`src/include/flash_ctrl_pkg.sv`:
```
// Shared constants and types for the flash self-programming sequencer
package flash_ctrl_pkg;

   // ----------------------------------------
   // Widths
   // ----------------------------------------
   localparam int DATA_W = 14;
   localparam int ADDR_W = 15;
   localparam int ROW_W = 10;
   localparam int LAT_IDX_W = 5;
   localparam int LATCH_WORDS = 32;
   localparam int OFS_W = 8;

   // ----------------------------------------
   // Register byte offsets
   // ----------------------------------------
   localparam logic [7:0] OFS_DATA_LOW = 8'h00;
   localparam logic [7:0] OFS_DATA_HIGH = 8'h04;
   localparam logic [7:0] OFS_ADDR_LOW = 8'h08;
   localparam logic [7:0] OFS_ADDR_HIGH = 8'h0C;
   localparam logic [7:0] OFS_CONTROL = 8'h10;
   localparam logic [7:0] OFS_UNLOCK = 8'h14;

   // ----------------------------------------
   // Control register bit positions
   // ----------------------------------------
   localparam int CTL_FIXED_ONE = 7;
   localparam int CTL_CFG_SEL = 6;
   localparam int CTL_LATCH_ONLY = 5;
   localparam int CTL_ERASE_SEL = 4;
   localparam int CTL_ERR = 3;
   localparam int CTL_PROG_EN = 2;
   localparam int CTL_WR = 1;
   localparam int CTL_RD = 0;

   // ----------------------------------------
   // Fixed values and reset values
   // ----------------------------------------
   localparam logic [7:0] UNLOCK_KEY_1 = 8'h55;
   localparam logic [7:0] UNLOCK_KEY_2 = 8'hAA;
   localparam logic [DATA_W-1:0] LATCH_BLANK = 14'h3FFF;
   localparam logic [7:0] UNUSED_READ = 8'h00;
   localparam logic [7:0] ADDR_LOW_RESET = 8'h00;
   localparam logic [6:0] ADDR_HIGH_RESET = 7'h00;
   localparam logic [7:0] DATA_LOW_RESET = 8'h00;
   localparam logic [5:0] DATA_HIGH_RESET = 6'h00;

   // Configuration space: bit 15 of the location is implied by the select bit
   localparam logic [ADDR_W-1:0] CFG_UID_FIRST = 15'h0000;
   localparam logic [ADDR_W-1:0] CFG_UID_LAST = 15'h0003;
   localparam logic [ADDR_W-1:0] CFG_DEVID = 15'h0006;
   localparam logic [ADDR_W-1:0] CFG_WORD_FIRST = 15'h0007;
   localparam logic [ADDR_W-1:0] CFG_WORD_LAST = 15'h0008;

   // ----------------------------------------
   // State encodings
   // ----------------------------------------
   typedef enum logic [2:0] {
      SEQ_IDLE = 3'b000,
      SEQ_LATCH = 3'b001,
      SEQ_PROG = 3'b010,
      SEQ_ERASE = 3'b011,
      SEQ_READ = 3'b100,
      SEQ_RDCAP = 3'b101
   } seq_type;

   typedef enum logic [1:0] {
      UNL_IDLE = 2'b00,
      UNL_KEY1 = 2'b01,
      UNL_ARMED = 2'b10
   } unlock_type;

endpackage

```
`src/design/write_latch_row.sv`:
```
// Row of program-memory write latches, blanked after every program or erase
`timescale 1ns/1ps
module write_latch_row import flash_ctrl_pkg::*; #(
   parameter int WORDS = LATCH_WORDS,
   parameter int WIDTH = DATA_W,
   parameter int IDX_W = LAT_IDX_W
) (
   input wire logic hclk, // System clock
   input wire logic hresetn, // Async reset, active low
   input wire logic load, // Load one latch
   input wire logic [IDX_W-1:0] load_idx, // Latch index within the row
   input wire logic [WIDTH-1:0] load_data, // Word to load
   input wire logic blank, // Return all latches to blank
   output logic [WORDS*WIDTH-1:0] row_data // All latch contents
);

   typedef struct packed {
      logic [WORDS-1:0][WIDTH-1:0] lat;
   } latch_state_type;

   latch_state_type s_r;
   latch_state_type s_nxt;

   always_comb begin
      s_nxt = s_r;
      if (blank) begin
         s_nxt.lat = {WORDS{WIDTH'(LATCH_BLANK)}};
      end else if (load) begin
         s_nxt.lat[load_idx] = load_data;
      end
   end

   always_ff @(posedge hclk or negedge hresetn) begin
      if (!hresetn) begin
         s_r.lat <= {WORDS{WIDTH'(LATCH_BLANK)}};
      end else begin
         s_r <= s_nxt;
      end
   end

   assign row_data = s_r.lat;

endmodule // write_latch_row

```
`src/design/self_program_flash_control.sv`:
```
// Flash self-programming sequencer with AHB-Lite register slave
//
// Operation
// - Select bit one steers access to configuration space, zero to program flash.
// - Config user IDs read/write; device ID and config words read only.
// - Config read outside allowed locations clears both data registers to zero.
// - Data word 14 bits; high data bits seven and six read zero.
// - Address 15 bits; high address bit seven reads as one.
// - Latch-only write command loads the addressed latch and never programs.
// - Otherwise a write loads the latch then programs all latches at once.
// - Erase-select makes the command erase; hardware clears it on completion.
// - Latch-only bit is ignored during an erase.
// - Every write-start attempt made while no sequence runs sets error flag; normal completion clears it.
// - Program/erase enable zero inhibits all program and erase cycles.
// - Write-start launches self-timed operation; set only, hardware clears it.
// - Read-start performs one-cycle flash read; set only, hardware clears it.
// - Control register bit seven always reads one.
// - Row of 32 latches; upper ten address bits row, lower five latch.
// - All latches return to blank after every program or erase; a latch-only write leaves them loaded.
// - Interrupted unlock sequence neither loads a latch nor starts programming.
// - Programming never erases automatically.
`timescale 1ns/1ps
module self_program_flash_control import flash_ctrl_pkg::*; #(
   parameter logic [DATA_W-1:0] DEVICE_REV_ID = 14'h1234 // Arbitrary identity value
) (
   input wire logic hclk, // System clock, 100 MHz
   input wire logic hresetn, // Async reset, active low
   input wire logic hsel, // Slave select
   input wire logic [31:0] haddr, // Byte address
   input wire logic [1:0] htrans, // Transfer type
   input wire logic hwrite, // Write when high
   input wire logic [2:0] hsize, // Transfer size, word only
   input wire logic [31:0] hwdata, // Write data
   input wire logic hready, // Bus ready
   output logic hreadyout, // Slave ready
   output logic hresp, // Always OKAY
   output logic [31:0] hrdata, // Read data
   output logic [ADDR_W-1:0] flash_addr, // Flash word address
   output logic flash_cfg_sel, // Configuration space select
   output logic flash_rd_en, // One-cycle read strobe
   input wire logic [DATA_W-1:0] flash_rd_data, // Read word, valid cycle after strobe
   output logic flash_prog_req, // Program row request, held until done
   output logic flash_erase_req, // Erase row request, held until done
   output logic [ROW_W-1:0] flash_row, // Row being programmed or erased
   output logic [LATCH_WORDS*DATA_W-1:0] flash_row_data, // Latch contents to program
   input wire logic flash_op_done, // Program or erase finished, one-cycle pulse
   output logic cpu_stall // Holds the processor during a write
);

   // ----------------------------------------
   // State
   // ----------------------------------------
   typedef struct packed {
      logic [7:0] dat_lo;
      logic [5:0] dat_hi;
      logic [7:0] adr_lo;
      logic [6:0] adr_hi;
      logic cfg_sel;
      logic latch_only;
      logic erase_sel;
      logic err;
      logic prog_en;
      logic wr;
      logic rd;
      unlock_type unl;
      seq_type seq;
      logic ph_valid;
      logic ph_write;
      logic [OFS_W-1:0] ph_addr;
      logic [31:0] hrdata;
   } state_type;

   state_type s_r;
   state_type s_nxt;
   logic latch_load;
   logic latch_blank;
   logic [7:0] wbyte;
   logic [ADDR_W-1:0] cur_addr;

   // ----------------------------------------
   // Decoding helpers
   // ----------------------------------------
   function automatic logic cfg_writable(input logic [ADDR_W-1:0] a);
      return (a >= CFG_UID_FIRST) && (a <= CFG_UID_LAST);
   endfunction

   function automatic logic cfg_from_array(input logic [ADDR_W-1:0] a);
      return cfg_writable(a) || ((a >= CFG_WORD_FIRST) && (a <= CFG_WORD_LAST));
   endfunction

   function automatic logic [7:0] reg_read(input logic [OFS_W-1:0] ofs, input state_type st);
      logic [7:0] v;
      v = UNUSED_READ;
      case (ofs)
         OFS_DATA_LOW: v = st.dat_lo;
         OFS_DATA_HIGH: v = {2'b00, st.dat_hi};
         OFS_ADDR_LOW: v = st.adr_lo;
         OFS_ADDR_HIGH: v = {1'b1, st.adr_hi};
         OFS_CONTROL: v = {1'b1, st.cfg_sel, st.latch_only, st.erase_sel, st.err, st.prog_en, st.wr, st.rd};
         default: v = UNUSED_READ;
      endcase
      return v;
   endfunction

   assign wbyte = hwdata[7:0];
   assign cur_addr = {s_r.adr_hi, s_r.adr_lo};

   // ----------------------------------------
   // Next state
   // ----------------------------------------
   always_comb begin
      s_nxt = s_r;

      // Sequencer
      unique case (s_r.seq)
         SEQ_IDLE: begin
         end
         SEQ_LATCH: begin
            if (s_r.latch_only) begin
               s_nxt.wr = 1'b0;
               s_nxt.err = 1'b0;
               s_nxt.seq = SEQ_IDLE;
            end else begin
               s_nxt.seq = SEQ_PROG;
            end
         end
         SEQ_PROG, SEQ_ERASE: begin
            if (flash_op_done) begin
               s_nxt.wr = 1'b0;
               s_nxt.err = 1'b0;
               s_nxt.erase_sel = 1'b0;
               s_nxt.seq = SEQ_IDLE;
            end
         end
         SEQ_READ: begin
            s_nxt.seq = SEQ_RDCAP;
         end
         SEQ_RDCAP: begin
            if (!s_r.cfg_sel || cfg_from_array(cur_addr)) begin
               {s_nxt.dat_hi, s_nxt.dat_lo} = flash_rd_data;
            end else if (cur_addr == CFG_DEVID) begin
               {s_nxt.dat_hi, s_nxt.dat_lo} = DEVICE_REV_ID;
            end else begin
               {s_nxt.dat_hi, s_nxt.dat_lo} = '0;
            end
            s_nxt.rd = 1'b0;
            s_nxt.seq = SEQ_IDLE;
         end
         default: begin
            s_nxt.seq = SEQ_IDLE;
         end
      endcase

      // Bus write data phase; ignored while any sequence runs, including a read sequence, during which the processor is not held
      if (s_r.ph_valid && s_r.ph_write && (s_r.seq == SEQ_IDLE)) begin
         if (s_r.ph_addr != OFS_UNLOCK) begin
            s_nxt.unl = UNL_IDLE;
         end
         case (s_r.ph_addr)
            OFS_DATA_LOW: s_nxt.dat_lo = wbyte;
            OFS_DATA_HIGH: s_nxt.dat_hi = wbyte[5:0];
            OFS_ADDR_LOW: s_nxt.adr_lo = wbyte;
            OFS_ADDR_HIGH: s_nxt.adr_hi = wbyte[6:0];
            OFS_CONTROL: begin
               s_nxt.cfg_sel = wbyte[CTL_CFG_SEL];
               s_nxt.latch_only = wbyte[CTL_LATCH_ONLY];
               s_nxt.erase_sel = wbyte[CTL_ERASE_SEL];
               s_nxt.err = wbyte[CTL_ERR];
               s_nxt.prog_en = wbyte[CTL_PROG_EN];
               if (wbyte[CTL_WR]) begin
                  s_nxt.err = 1'b1;
                  if ((s_r.unl == UNL_ARMED) && wbyte[CTL_PROG_EN]
                      && (!wbyte[CTL_CFG_SEL] || cfg_writable(cur_addr))) begin
                     s_nxt.wr = 1'b1;
                     s_nxt.seq = wbyte[CTL_ERASE_SEL] ? SEQ_ERASE : SEQ_LATCH;
                  end
               end else if (wbyte[CTL_RD]) begin
                  s_nxt.rd = 1'b1;
                  s_nxt.seq = SEQ_READ;
               end
            end
            OFS_UNLOCK: begin
               if (wbyte == UNLOCK_KEY_1) begin
                  s_nxt.unl = UNL_KEY1;
               end else if ((wbyte == UNLOCK_KEY_2) && (s_r.unl == UNL_KEY1)) begin
                  s_nxt.unl = UNL_ARMED;
               end else begin
                  s_nxt.unl = UNL_IDLE;
               end
            end
            default: begin
            end
         endcase
      end

      // Address phase; read data is taken from the post-write state so back-to-back
      // write then read of one register returns the new value with no wait state
      s_nxt.ph_valid = hsel && hready && htrans[1];
      s_nxt.ph_write = hwrite;
      s_nxt.ph_addr = haddr[OFS_W-1:0];
      if (hsel && hready && htrans[1] && !hwrite) begin
         s_nxt.hrdata = {24'h000000, reg_read(haddr[OFS_W-1:0], s_nxt)};
      end
   end

   always_ff @(posedge hclk or negedge hresetn) begin
      if (!hresetn) begin
         s_r <= '0;
      end else begin
         s_r <= s_nxt;
      end
   end

   // ----------------------------------------
   // Write latches
   // ----------------------------------------
   // low five bits pick latch
   assign latch_load = (s_r.seq == SEQ_LATCH);
   assign latch_blank = ((s_r.seq == SEQ_PROG) || (s_r.seq == SEQ_ERASE)) && flash_op_done;

   write_latch_row #(
      .WORDS(LATCH_WORDS),
      .WIDTH(DATA_W),
      .IDX_W(LAT_IDX_W)
   ) u_latches (
      .hclk(hclk),
      .hresetn(hresetn),
      .load(latch_load),
      .load_idx(s_r.adr_lo[LAT_IDX_W-1:0]),
      .load_data({s_r.dat_hi, s_r.dat_lo}),
      .blank(latch_blank),
      .row_data(flash_row_data)
   );

   // ----------------------------------------
   // Outputs
   // ----------------------------------------
   assign hreadyout = 1'b1;
   assign hresp = 1'b0;
   assign hrdata = s_r.hrdata;
   assign flash_addr = cur_addr;
   assign flash_cfg_sel = s_r.cfg_sel;
   assign flash_rd_en = (s_r.seq == SEQ_READ);
   assign flash_row = cur_addr[ADDR_W-1:LAT_IDX_W];
   assign flash_prog_req = (s_r.seq == SEQ_PROG);
   assign flash_erase_req = (s_r.seq == SEQ_ERASE);
   assign cpu_stall = s_r.wr;

endmodule // self_program_flash_control

```
`config.mk`:
```
export PLATFORM = sky130hd
export DESIGN_NAME = self_program_flash_control
export DESIGN_NICKNAME = d
export VERILOG_FILES = /design/src/include/flash_ctrl_pkg.sv /design/src/design/write_latch_row.sv /design/src/design/self_program_flash_control.sv
export SDC_FILE = /design/constraint.sdc
export NUM_CORES = 1
export LEC_CHECK = 0
export BUFFER_PORTS_ARGS = -buffer_cell sky130_fd_sc_hd__buf_4
export CORE_MARGIN = 2
export CORE_UTILIZATION = 25
export CTS_CLUSTER_SIZE = 16
export DETAILED_ROUTE_END_ITERATION = 10
export HOLD_SLACK_MARGIN = 0.06
export PLACE_DENSITY = 0.41
export SYNTH_ARGS = -nofsm -noshare
export SYNTH_HDL_FRONTEND = slang
export SYNTH_SLANG_ARGS = --single-unit
```
`constraint.sdc`:
```
create_clock -name hclk -period 3.45 [get_ports hclk]
set_input_delay 0.345 -clock hclk [delete_from_list [all_inputs] [get_ports hclk]]
set_output_delay 0.345 -clock hclk [all_outputs]
set_load 0.01 [all_outputs]
```
======== Yosys cells after proc, flatten, opt, wreduce, memory -nomap -nowiden ========
Index checks and enable logic that the tools add are counted.
storage, ports and cells
  flip-flop bits (word level) ............. 507
  logic and storage cells ................. 141
cells by class
  magnitude comparators ................... 6
  eq/ne operators ......................... 20
  multiplexer cells ....................... 40
  reduce and logical (&&, ||, !) cells .... 26
operators with widths
  cell                 number
  $mux 448             2
  $bwmux 448           1
  $demux 14 s5         1
  $mux 14              3
  $mux 41              1
  $pmux 8 s5           1
  $eq 8x4->1 const B   4
  $eq 8x5->1 const B   3
  $eq 8x3->1 const B   2
  $logic_not 8->1      2
  $mux 8               2
  $eq 15x3->1 const B  1
  $ge 15x1->1 const B  1
  $ge 15x3->1 const B  1
  $le 15x2->1 const B  1
  $le 15x4->1 const B  1
  $mux 3               5
  $mux 2               7
  $mux 7               2
  $logic_and 1x1->1    12
  $mux 12              1
  $pmux 3 s4           1
  $mux 1               10
  $eq 8x7->1 const B   1
  other kinds (17)     26

======== Longest topological paths before layout ========
Gate-level depths: netlist (run 1).
  depth in word-level cells ............... 9
  mapped depth ............................ 9
  gate-level depth less buffers ........... 6

======== Hierarchy ========
Synthesis (run 1) repeated with hierarchy kept, for this count alone.
second synthesis, totals
  cell total of the unflattened synthesis .. 1,596
  area total of the unflattened synthesis .. 21,320.4 um^2
modules (own cells, without submodules)
  module                      instances  cells an instance  area each (um^2)  sequential area each (um^2)
  write_latch_row             1          1,198              17,675.7          11,771.3
  self_program_flash_control  1          398                3,644.7           1,476.4

======== Worst setup path after synthesis (run 1) ========
Ideal clock, no wire load.
  path kind ............................... register -> register
  start ................................... register s_r[37] (netlist bit)
  end ..................................... register s_r, in the netlist hrdata[2]
  library setup time ...................... 126 ps
  arrival time ............................ 2,407 ps
  data required time ...................... 3,324 ps
  path slack .............................. 917 ps
  stages on the path, launching flop included .. 7
  path buffers ............................ 0
  clock period less this slack ............ 2,533 ps
  path through ............................ dfrtp_1 > or4_4 > nor4_4 > mux2_2 > a21bo_1 > o31a_1 > a221o_1
RTL lines
  item                      RTL line                           source
  start: declaration        self_program_flash_control.sv:73   state_type s_r;
  start signal: assignment  self_program_flash_control.sv:210  s_r <= s_nxt;

==> results of run 1 <==
==> worst paths after layout <==
check,endpoint,slack (ps),cells after the start
max,hrdata[2],660,6
max reg2reg,hrdata[2],660,6
min,s_r[79],110,3
min in group asynchronous,s_r[41],350,2
min reg2reg,u_latches.row_data[266],480,2
max in group asynchronous,u_latches.row_data[94],2050,3
==> what timing repair did <==
action | CTS | global route
gates resized for setup | 0 | 0
hold buffers | 33 | 0
hold endpoints to repair | 45 | 0
endpoints found under the setup margin | 0 | 0
==> cell usage in the layout (no fill, tap or decap), drive strengths merged, types with 13 or more instances in the layout <==
master / count
nand3: 461
conb: 26
dlygate4sd3: 33
buf: 599
mux2: 14
dfrtp: 59
inv: 13
dfstp: 448
clkbuf: 92
nand2: 946
and3: 15
nor2: 52
==> worst max-delay path, delay by kind of cell (launching register included) <==
kind            cells  cell delay (ps)
compound gates      3              680
mux                 1              430
simple gates        2             1190
flops               1              390
==> power breakdown <==
group	switching [uW]	leakage, uW	internal [uW]	total [uW]
registers	68.1	0.00546	6020	6090
clock network	2620	0.00102	4020	6630
logic	379	0.00731	138	518
==> cell families (layout without fill, tap and decap cells) <==
| group | count (synthesis) | count (layout) | share of synthesized area, % |
|---|---|---|---|
| DFF | 507 | 507 | 60.1 |
| other | 2 | 26 | 0.0341 |
| and+or+nand+nor | 1555 | 1555 | 30.9 |
| buffers and inverters | 265 | 750 | 5.73 |
| muxes | 18 | 18 | 0.897 |
| AOI/OAI and AO/OA | 70 | 70 | 2.34 |
==> sequential cells by signal, indices dropped and copies added (netlist names) <==
name,flops
cpu_stall,1
u_latches.row_data,448
flash_cfg_sel,1
flash_addr,15
hrdata,8
s_r,34
==> layout make-up <==
class | count | area [sq um]
Fill cell | 8970 | 57700
Clock inverter | 15 | 213
Tap cell | 1155 | 1450
Inverter | 11 | 41.3
Timing Repair Buffer | 632 | 4920
Clock buffer | 92 | 1840
Sequential cell | 507 | 13300
Multi-Input combinational cell | 1669 | 7630
==> layer usage <==
metal	routed length (um)	vias up	global-route usage, %
met5	0	-	0
met4	2290	0	5.13
met3	5090	133	3.41
met2	47500	662	34.9
met1	41200	9733	27.0
li1	-	8712	-
==> metrics by stage <==
step,worst slack (ps),hold WS [ps],util (%),instance area [sq um],instances
2_1_floorplan,917,49.4,-,22100,2441
3_3_place_gp,619,410,31.0,27000,3941
3_5_place_dp,654,419,31.0,27000,3941
4_1_cts,657,64.4,33.7,29400,4081
5_1_grt,412,90.5,33.7,29400,4081
6_report,659,113,33.7,29400,4081
==> summary.md, run 1 <==
| Metric | Value |
|---|---|
| Clock Latency Late Sink | 620 ps |
| Power consumption | approximately 13000 uW |
| TritonCTS Sinks | ~510 |
| Kind of launch point of the worst setup path | register |
| Clock edge transition at the registers on the reported setup and hold paths | about 60 ps |
| Leakage power summed over all cells | 0.0138 uW |
| Worst-path cell with the longest stage delay | nor4_4 |
| Warnings from Yosys | 0 |
| Vias in the first global route | 19.0k |
| Power density over the cells | between 400 and 500 mW/mm^2 |
| # setup viols final | 0 |
| Status | finished, final reports clean |
| Die Width | 301 um |
| Maximum root-to-sink buffer count | 3 |
| Total count of max-transition violations in the final report | 0 |
| Worst reg2reg startpoint | s_r[37] |
| Floorplan Core Area | 0.0870 sq mm |
| Final total negative setup slack | 0 ps |
| Vias | 19.2k |
| Global-route congestion overflow total | 0 |
| Sequence of cells on the critical path | or4_4 -> nor4_4 -> mux2_2 -> o2bb2ai_1 -> o31a_1 -> a221o_1 |
| Wire length per cell | approximately 24 um |
| Combined area of all synthesized cells | 0.0220 sq mm |
| Final worst clock skew | 24.4 ps |
| Pin count of the biggest net entering global routing | 221 |
| Crit Path Max Fanout | 7 |
| Clock buffer count from CTS | 59 |
| Number of violations reported at the end of detailed-routing iteration 0 | 1420 |
| Type of the worst setup path | reg2reg |
| Count of max-cap constraint violations | 0 |
| Quantity of I/O buffers inserted on ports | 522 |
| Most instantiated flip-flop cell in the synthesis netlist | dfstp_2 |
| Number of hold-slack violations in the final timing report | 0 |
| Slew headroom | between 20% and 30% |
| Fin crit share | 80.9% |
| Std cell rows | 108 |
| Slowest stage delay, CP | 610 ps |
| Synthesized area per cell | 9.12 sq um |
| Crit path DAT | about 3300 ps |
| Area Overhead vs Synth | 33.1% |
| Tightest Pin Transition | 1150 ps |
| Worst setup startpoint | s_r[37] |
| First drt pass iteration count | 6 |
| EDFF count, synth | 0 |
| First-pass GRT wire length | around 140000 um |
| Number of design rule violations left after detail routing | 0 |
| Flop and latch count out of synthesis | 507 |
| Post-CTS Setup Inserts | 0 |
| Proportion of synthesized chip area in sequential cells | 60.1% |
| GRT Total Usage | 20.5% |
| Shortest clock period the worst path allows after layout | 2790 ps |
| Most numerous cell in the Yosys netlist | nand2_1 |
| Worst vdd rail ir drop | 0.000306 V |
| Initial standard-cell utilization of the core | 25.3% |
| Cell chosen for the clock root | clkbuf_16 |
| Die footprint | 0.0906 sq mm |
| Kind of end point of the critical path | register |
| Antenna violations before repair | 0 |
| Biggest area consumer among synthesized cells | dfstp_2 |
| Beginning of the worst hold path | flash_rd_data[4] |
| # diodes | 0 |
| DPL Wire Length | 63100 um |
| RD Place Congestion | 0.837 |
| Clock tree from TritonCTS | yes |
| Top cells by instance count after synthesis | nand2_1, nand3_1, dfstp_2 |
| Clock H-tree levels | 2 |
| Post-synth cell types | 62 |
| Classification of the worst-slack hold path | in2reg |
| Height of the chip | 301 um |
| Number of instances in the synthesized netlist | 2417 |
| Maximum frequency from static timing analysis | 358 MHz |
| Proportion of synthesized flip-flops having asynchronous set or reset | 100% |
| Via-per-instance ratio | 4.71 |
| Dominant cells by area after synthesis | dfstp_2, nand2_1, nand3_1, dfrtp_1, clkbuf_1 |
| Ratio of cells with drive above 1 in the final layout | 40.7% |
| Final ANT Viol Nets | 0 |
| Number of nets in the layout | approximately 3k |
| Proportion of netlist area held by the largest area contributor | 53.4% |
| Io pins | about 600 |
| Unrepaired setup endpoints after global routing | false |
| Critical path data required time | 3960 ps |
| Post-detailed-routing wire length | 96200 um |
No activity file was read; power rests on OpenSTA's default activity.
==> inputs of run 2 (changes only) <==
- clock period: 3.45 -> 2.85 ns (I/O delays scaled with it)
==> run 2 against run 1 <==
  * Sequential share of layout area shrank 0.53 points
  * Maximum frequency up 3.8%
  * Register-to-register slack worse by 500 ps
  * Die area did not move
  * Critical path type unchanged
  * Largest power group unchanged
  * Highest routed layer unchanged
==> summary.md, run 2 (synthesized netlist as in run 1, its figures left out) <==
| Metric | Value |
|---|---|
| Maximum root-to-sink buffer count | 3 (unchanged) |
| Fill cells | 9005 (+0.39%) |
| Clock Power Share | 50.4% (+0.3 points) |
| Cell chosen for the clock root | clkbuf_16 |
| Shortest clock period the worst path allows after layout | 2690 ps (-102 ps) |
| Global-route congestion overflow total | 0 (unchanged) |
| Area post-placement | 0.0272 sq mm (+0.88%) |
| Critical path data required time | 3400 ps (-560 ps) |
| Worst vdd rail ir drop | 0.000430 V (+41%) |
| Area Overhead vs Synth | 34.7% |
| GRT Total Usage | 20.8% (+0.28 points) |
| Clock tree from TritonCTS | yes |
| Clock Latency Late Sink | 620 ps (about the same) |
| Clock H-tree levels | 2 (unchanged) |
| TritonCTS Sinks | 507 (unchanged) |
| Via-per-instance ratio | 4.74 (+0.47%) |
| Floorplan Core Area | 0.0870 sq mm (unchanged) |
| Total count of max-transition violations in the final report | 0 (unchanged) |
| Clock edge transition at the registers on the reported setup and hold paths | 50 ps (about the same) |
| Number of nets in the layout | 3009 (+1.3%) |
| Vias in the first global route | 19.0k (-0.26%) |
| Initial standard-cell utilization of the core | 25.3% (unchanged) |
| Slew headroom | 15.4% (-7.8 points) |
| First-pass GRT wire length | 139000 um (+1.2%) |
| Crit path DAT | 3240 ps (-60 ps) |
| Final cell area excluding filler cells | 0.0297 sq mm (+1.2%) |
| Quantity of I/O buffers inserted on ports | 522 (unchanged) |
| # diodes | 0 (unchanged) |
| Io pins | 601 (unchanged) |
| Power density over the cells | 545 mW/mm^2 (+21%) |
| Die footprint | 0.0906 sq mm (unchanged) |
| Sequential group share of total power | 45.5% (-0.5 points) |
| Std cell rows | 108 (unchanged) |
| Kind of end point of the critical path | register |
| Ratio of cells with drive above 1 in the final layout | 41.3% (+0.52 points) |
| Height of the chip | 301 um (unchanged) |
| Number of design rule violations left after detail routing | 0 (unchanged) |
| Most common cell after layout, fill and taps aside | nand2_1 |
| Pin count of the biggest net entering global routing | 211 (-4.5%) |
| Setup slack, reg-to-reg | 160 ps (-500 ps) |
| # setup viols final | 0 (unchanged) |
| Most frequent cells in the layout | nand2_1, buf_4, nand3_1 |
| Count of max-cap constraint violations | 0 (unchanged) |
| Switching power total | 3820 uW (+25%) |
| Type of the worst setup path | reg2reg |
| Final total negative setup slack | 0 ps (unchanged) |
| Combinational cell fraction of total power | 4.1% (+0.2 points) |
| RD Place Congestion | 0.822 (-1.8%) |
| Flip-flop count of the largest register after layout | 448 (unchanged) |
| Status | finished, final reports clean |
| Maximum frequency from static timing analysis | 372 MHz (+3.8%) |
| Fin crit share | 94.3% (+13 points) |
| DPL Wire Length | 64300 um (+1.9%) |
| Unrepaired setup endpoints after global routing | false |
| Post-CTS Setup Inserts | 0 (unchanged) |
| Crit Path Max Fanout | 4 (-3) |
| Final worst clock skew | 19.0 ps (-5.48 ps) |
| Classification of the worst-slack hold path | in2reg |
| Post-detailed-routing wire length | 97100 um (+0.99%) |
| Sequential standard cell area | 0.0133 sq mm (unchanged) |
| Int Pwr | 12400 uW (+22%) |
| Clock buffer count from CTS | 60 (+1.7%) |
| Wire length per cell | 23.6 um (about the same) |
| Kind of launch point of the worst setup path | register |
| Number of violations reported at the end of detailed-routing iteration 0 | 1470 (+3.5%) |
| Antenna violations before repair | 2 (+2) |
| Vias | 19.5k (+1.5%) |
| Area of the multi-input gates | 0.00763 sq mm (about the same) |
| Number of hold-slack violations in the final timing report | 0 (unchanged) |
| Leakage power summed over all cells | 0.0140 uW (+1.3%) |
| Die Width | 301 um (unchanged) |
| Switching portion of total power | 23.6% (+0.44 points) |
| Final ANT Viol Nets | 0 (unchanged) |
| First drt pass iteration count | 5 (-1) |
| Tightest Pin Transition | 1270 ps (+117 ps) |
-- run 2: worst max-delay path, stage by stage, from the launching register on --
cell and delay (ps):
dfrtp_1 420, or4_1 630, o31ai_2 390, nand3_1 130, a211oi_1 450, dlygate4sd3_1 610
-- run 2: power by group through the flow --
stage	sequential, uW	clock, uW	combinational [uW]
final	7370	8160	656
after global routing	7370	8640	709
after CTS	7370	8370	673
after detailed placement	7470	0	626
after global placement	7480	0	619
after floorplan	7420	0	214
-- run 2: through the flow --
stage	utilization [%]	power (uW)	instances	hold slack (ps)	setup slack, ps
floorplan	-	7640	2441	-10.6	317
detailed placement	31.3	8100	3971	408	211
finish	34.1	16200	4122	122	162
global placement	31.3	8090	3971	408	144
CTS	34.1	16400	4122	79.2	69.9
global route	34.1	16700	4122	131	76.6
-- run 2: repair_timing --
item | 4_1_cts | 5_1_grt
resized for setup | 0 | 1
hold endpoints to repair | 98 | 0
hold buffers | 42 | 0
endpoints found under the setup margin | 0 | 6
-- run 2: path summary, 6_finish.rpt --
check                                 startpoint                      end  depth (start not counted)
worst max-delay path               flash_addr[5]                  s_r[70]                          5
worst min-delay path            flash_rd_data[2]                  s_r[77]                          4
worst max register to register     flash_addr[5]                  s_r[70]                          5
worst min register to register           s_r[46]                  s_r[46]                          1
max in group asynchronous                hresetn   u_latches.row_data[77]                          3
min in group asynchronous                hresetn  u_latches.row_data[164]                          2
-- run 2: layout make-up --
type | instances | area share, %
sequential | 507 | 44.7
multi-input combinational | 1669 | 25.7
timing repair buffer | 671 | 17.7
clock buffer | 85 | 5.91
tap | 1155 | 4.87
clock inverter | 24 | 1.07
inverter | 11 | 0.139
-- run 2: layer usage --
metal  share of wire [%]  wire length [um]  track usage, %
met5                   0                 0               0
met4                 2.5              2430            5.50
met3                 5.7              5520            3.30
met2                  49             47200            34.5
met1                  43             42000            28.1
==> inputs of run 3 (changes only) <==
--- a/config.mk
+++ b/config.mk
@@ -8,3 +8,4 @@
 export BUFFER_PORTS_ARGS = -buffer_cell sky130_fd_sc_hd__buf_4
-export CORE_MARGIN = 2
+export CELL_PAD_IN_SITES_DETAIL_PLACEMENT = 0
+export CELL_PAD_IN_SITES_GLOBAL_PLACEMENT = 1
 export CORE_UTILIZATION = 25
@@ -13,3 +14,3 @@
 export HOLD_SLACK_MARGIN = 0.06
-export PLACE_DENSITY = 0.41
+export PLACE_DENSITY = 0.52
 export SYNTH_ARGS = -nofsm -noshare
==> constraint.sdc (replaced) <==
create_clock -name hclk -period 2.85 [get_ports hclk]
set_input_delay 0.1425 -clock hclk [delete_from_list [all_inputs] [get_ports hclk]]
set_output_delay 0.1425 -clock hclk [all_outputs]
set_load 0.01 [all_outputs]
==> run 3 against run 2 <==
  * First-iteration DRC count decreased by 0.48%
  * Clock skew about the same
  * Combinational power hardly changed
  * Final area fell by 0.43%
  * Critical path type unchanged
==> summary.md, run 3 (synthesized netlist as in run 1, its figures left out) <==
| Metric | Value |
|---|---|
| Leakage power summed over all cells | 0.0139 uW (-0.49%) |
| Power consumption | 15900 uW (-1.8%) |
| Classification of the worst-slack hold path | in2async |
| Number of hold-slack violations in the final timing report | 0 (unchanged) |
| Sequence of cells on the critical path | or4_1 -> nor3_2 -> a21oi_1 -> nand3b_1 -> a21oi_1 -> dlygate4sd3_1 |
| Tightest Pin Transition | 1270 ps (+4.71 ps) |
| First drt pass iteration count | 5 (unchanged) |
| Combined buffer and inverter count along the critical path | 1 (unchanged) |
| Worst-case setup margin in the final layout | 87.3 ps (-74.4 ps) |
| Area Overhead vs Synth | 34.1% |
| Die footprint | 0.0894 sq mm (-1.3%) |
| DPL Wire Length | 63800 um (-0.82%) |
| Setup slack, reg-to-reg | 90 ps (-70 ps) |
| TritonCTS Sinks | 507 (unchanged) |
| Clock tree from TritonCTS | yes |
| Worst-path cell with the longest stage delay | or4_1 |
| Clock buffer count from CTS | 60 (unchanged) |
| Number of cells on the worst reg-to-reg path | 6 (+1) |
| Most Frequent Cell on Critical Path | a21oi_1 |
| Die Width | 299 um (-0.66%) |
| Wire length per cell | 23.6 um (+0.38%) |
| Cell class contributing the biggest share of worst-path delay | simple AND/OR/NAND/NOR gates |
| # setup viols final | 0 (unchanged) |
| Fill cells | 8980 (-0.28%) |
| Status | finished, final reports clean |
| Power density over the cells | 538 mW/mm^2 (-1.4%) |
| Post-CTS Setup Inserts | 0 (unchanged) |
| Most common cell after layout, fill and taps aside | nand2_1 |
| Clock H-tree levels | 2 (unchanged) |
| Fin crit share | 96.9% (+2.6 points) |
| Type of the worst setup path | reg2reg |
| Number of nets in the layout | 3002 (-0.23%) |
| Clock Latency Late Sink | 630 ps (about the same) |
| Antenna violations before repair | 0 (-2) |
| Slew headroom | 15.1% (-0.31 points) |
| Flip-flop count of the largest register after layout | 448 (unchanged) |
| GRT Total Usage | 21.2% (+0.41 points) |
| Final ANT Viol Nets | 0 (unchanged) |
| Count of max-cap constraint violations | 0 (unchanged) |
| Maximum frequency from static timing analysis | 362 MHz (-2.7%) |
| Number of violations reported at the end of detailed-routing iteration 0 | 1463 (-0.48%) |
| Slowest stage delay, CP | 640 ps (about the same) |
| Crit Reg-Reg Endpoint | s_r[81] |
| Global-route congestion overflow total | 0 (unchanged) |
| Unrepaired setup endpoints after global routing | true |
| Worst reg2reg startpoint | flash_addr[5] |
| First-pass GRT wire length | 140000 um (+0.99%) |
| Pin count of the biggest net entering global routing | 225 (+6.6%) |
| Post-detailed-routing wire length | 97400 um (+0.33%) |
| Crit Path Max Fanout | 5 (+1) |
| Clock edge transition at the registers on the reported setup and hold paths | 60 ps (about the same) |
| Std cell rows | 108 (unchanged) |
| Critical path data required time | 3400 ps (about the same) |
| Final worst clock skew | 19.2 ps (+0.255 ps) |
| Shortest clock period the worst path allows after layout | 2760 ps (+74.4 ps) |
| Worst setup timing slack at the placement stage | 181 ps (-30.1 ps) |
| Most frequent cells in the layout | nand2_1, buf_4, nand3_1 |
| RD Place Congestion | 0.813 (-1.1%) |
| Crit path DAT | 3310 ps (+70 ps) |
| Vias in the first global route | 18.9k (-0.46%) |
| Number of design rule violations left after detail routing | 0 (unchanged) |
| Kind of end point of the critical path | register |
| Io pins | 601 (unchanged) |
| Kind of launch point of the worst setup path | register |
| Height of the chip | 299 um (-0.66%) |
| Total count of max-transition violations in the final report | 0 (unchanged) |
| Cell chosen for the clock root | clkbuf_16 |
| Maximum root-to-sink buffer count | 3 (unchanged) |
| Worst vdd rail ir drop | 0.000401 V (-6.9%) |
| Floorplan Core Area | 0.0870 sq mm (unchanged) |
| Final total negative setup slack | 0 ps (unchanged) |
| Ratio of cells with drive above 1 in the final layout | 41.1% (-0.19 points) |
| Via-per-instance ratio | 4.71 (-0.65%) |
| Quantity of I/O buffers inserted on ports | 522 (unchanged) |
| Vias | 19.4k (-0.70%) |
| Initial standard-cell utilization of the core | 25.3% (unchanged) |
## run 3: stage by stage
step	cells	cell area, sq um	util, %	hold slack (ps)
after global routing	4119	29600	34.0	160
after CTS	4119	29600	34.0	134
final	4120	29600	34.0	136
after floorplan	2441	22100	-	-153
after global placement	3966	27200	31.2	198
after detailed placement	3966	27200	31.2	203
## run 3: timing repair
| action | 4_1_cts | 5_1_grt |
|---|---|---|
| setup endpoints to repair | 0 | 2 |
| gates resized for setup | 0 | 1 |
| hold buffers | 40 | 0 |
| hold endpoints to repair | 133 | 0 |
## run 3: final cells by class
class	count	area (sq um)	area share, %
Clock inverter	19	219	0.740
Multi-Input combinational cell	1669	7630	25.8
Sequential cell	507	13300	44.9
Antenna cell	1	2.50	0.00846
Inverter	11	41.3	0.140
Timing Repair Buffer	664	5180	17.5
Clock buffer	94	1790	6.05
Tap cell	1155	1450	4.89
## run 3: how the worst max path moves through the flow
stage | startpoint | end | slack (ps) | cells after the start
6_report | flash_addr[5] | s_r[81] | 90 | 6
5_1_grt | flash_addr[5] | s_r[81] | -20 | 6
4_1_cts | flash_addr[5] | s_r[81] | 120 | 6
3_5_place_dp | s_r[37] | hrdata[5] | 180 | 8
2_1_floorplan | s_r[37] | hrdata[2] | 320 | 6
3_3_place_gp | s_r[37] | hrdata[5] | 70 | 8
## run 3: power by group
part	switching, uW	internal [uW]	total [uW]
Sequential	77.1	7290	7370
Combinational	473	180	653
Clock	3230	4650	7880
Total	3780	12100	15900
## run 3: metal layers
metal  up-vias  wire (um)  global-route usage, %
li1       8797          -                      -
met2       700      47500                   35.4
met3       108       5850                   3.98
met1      9783      41900                   28.2
met5         -          0                      0
met4         0       2190                   5.15
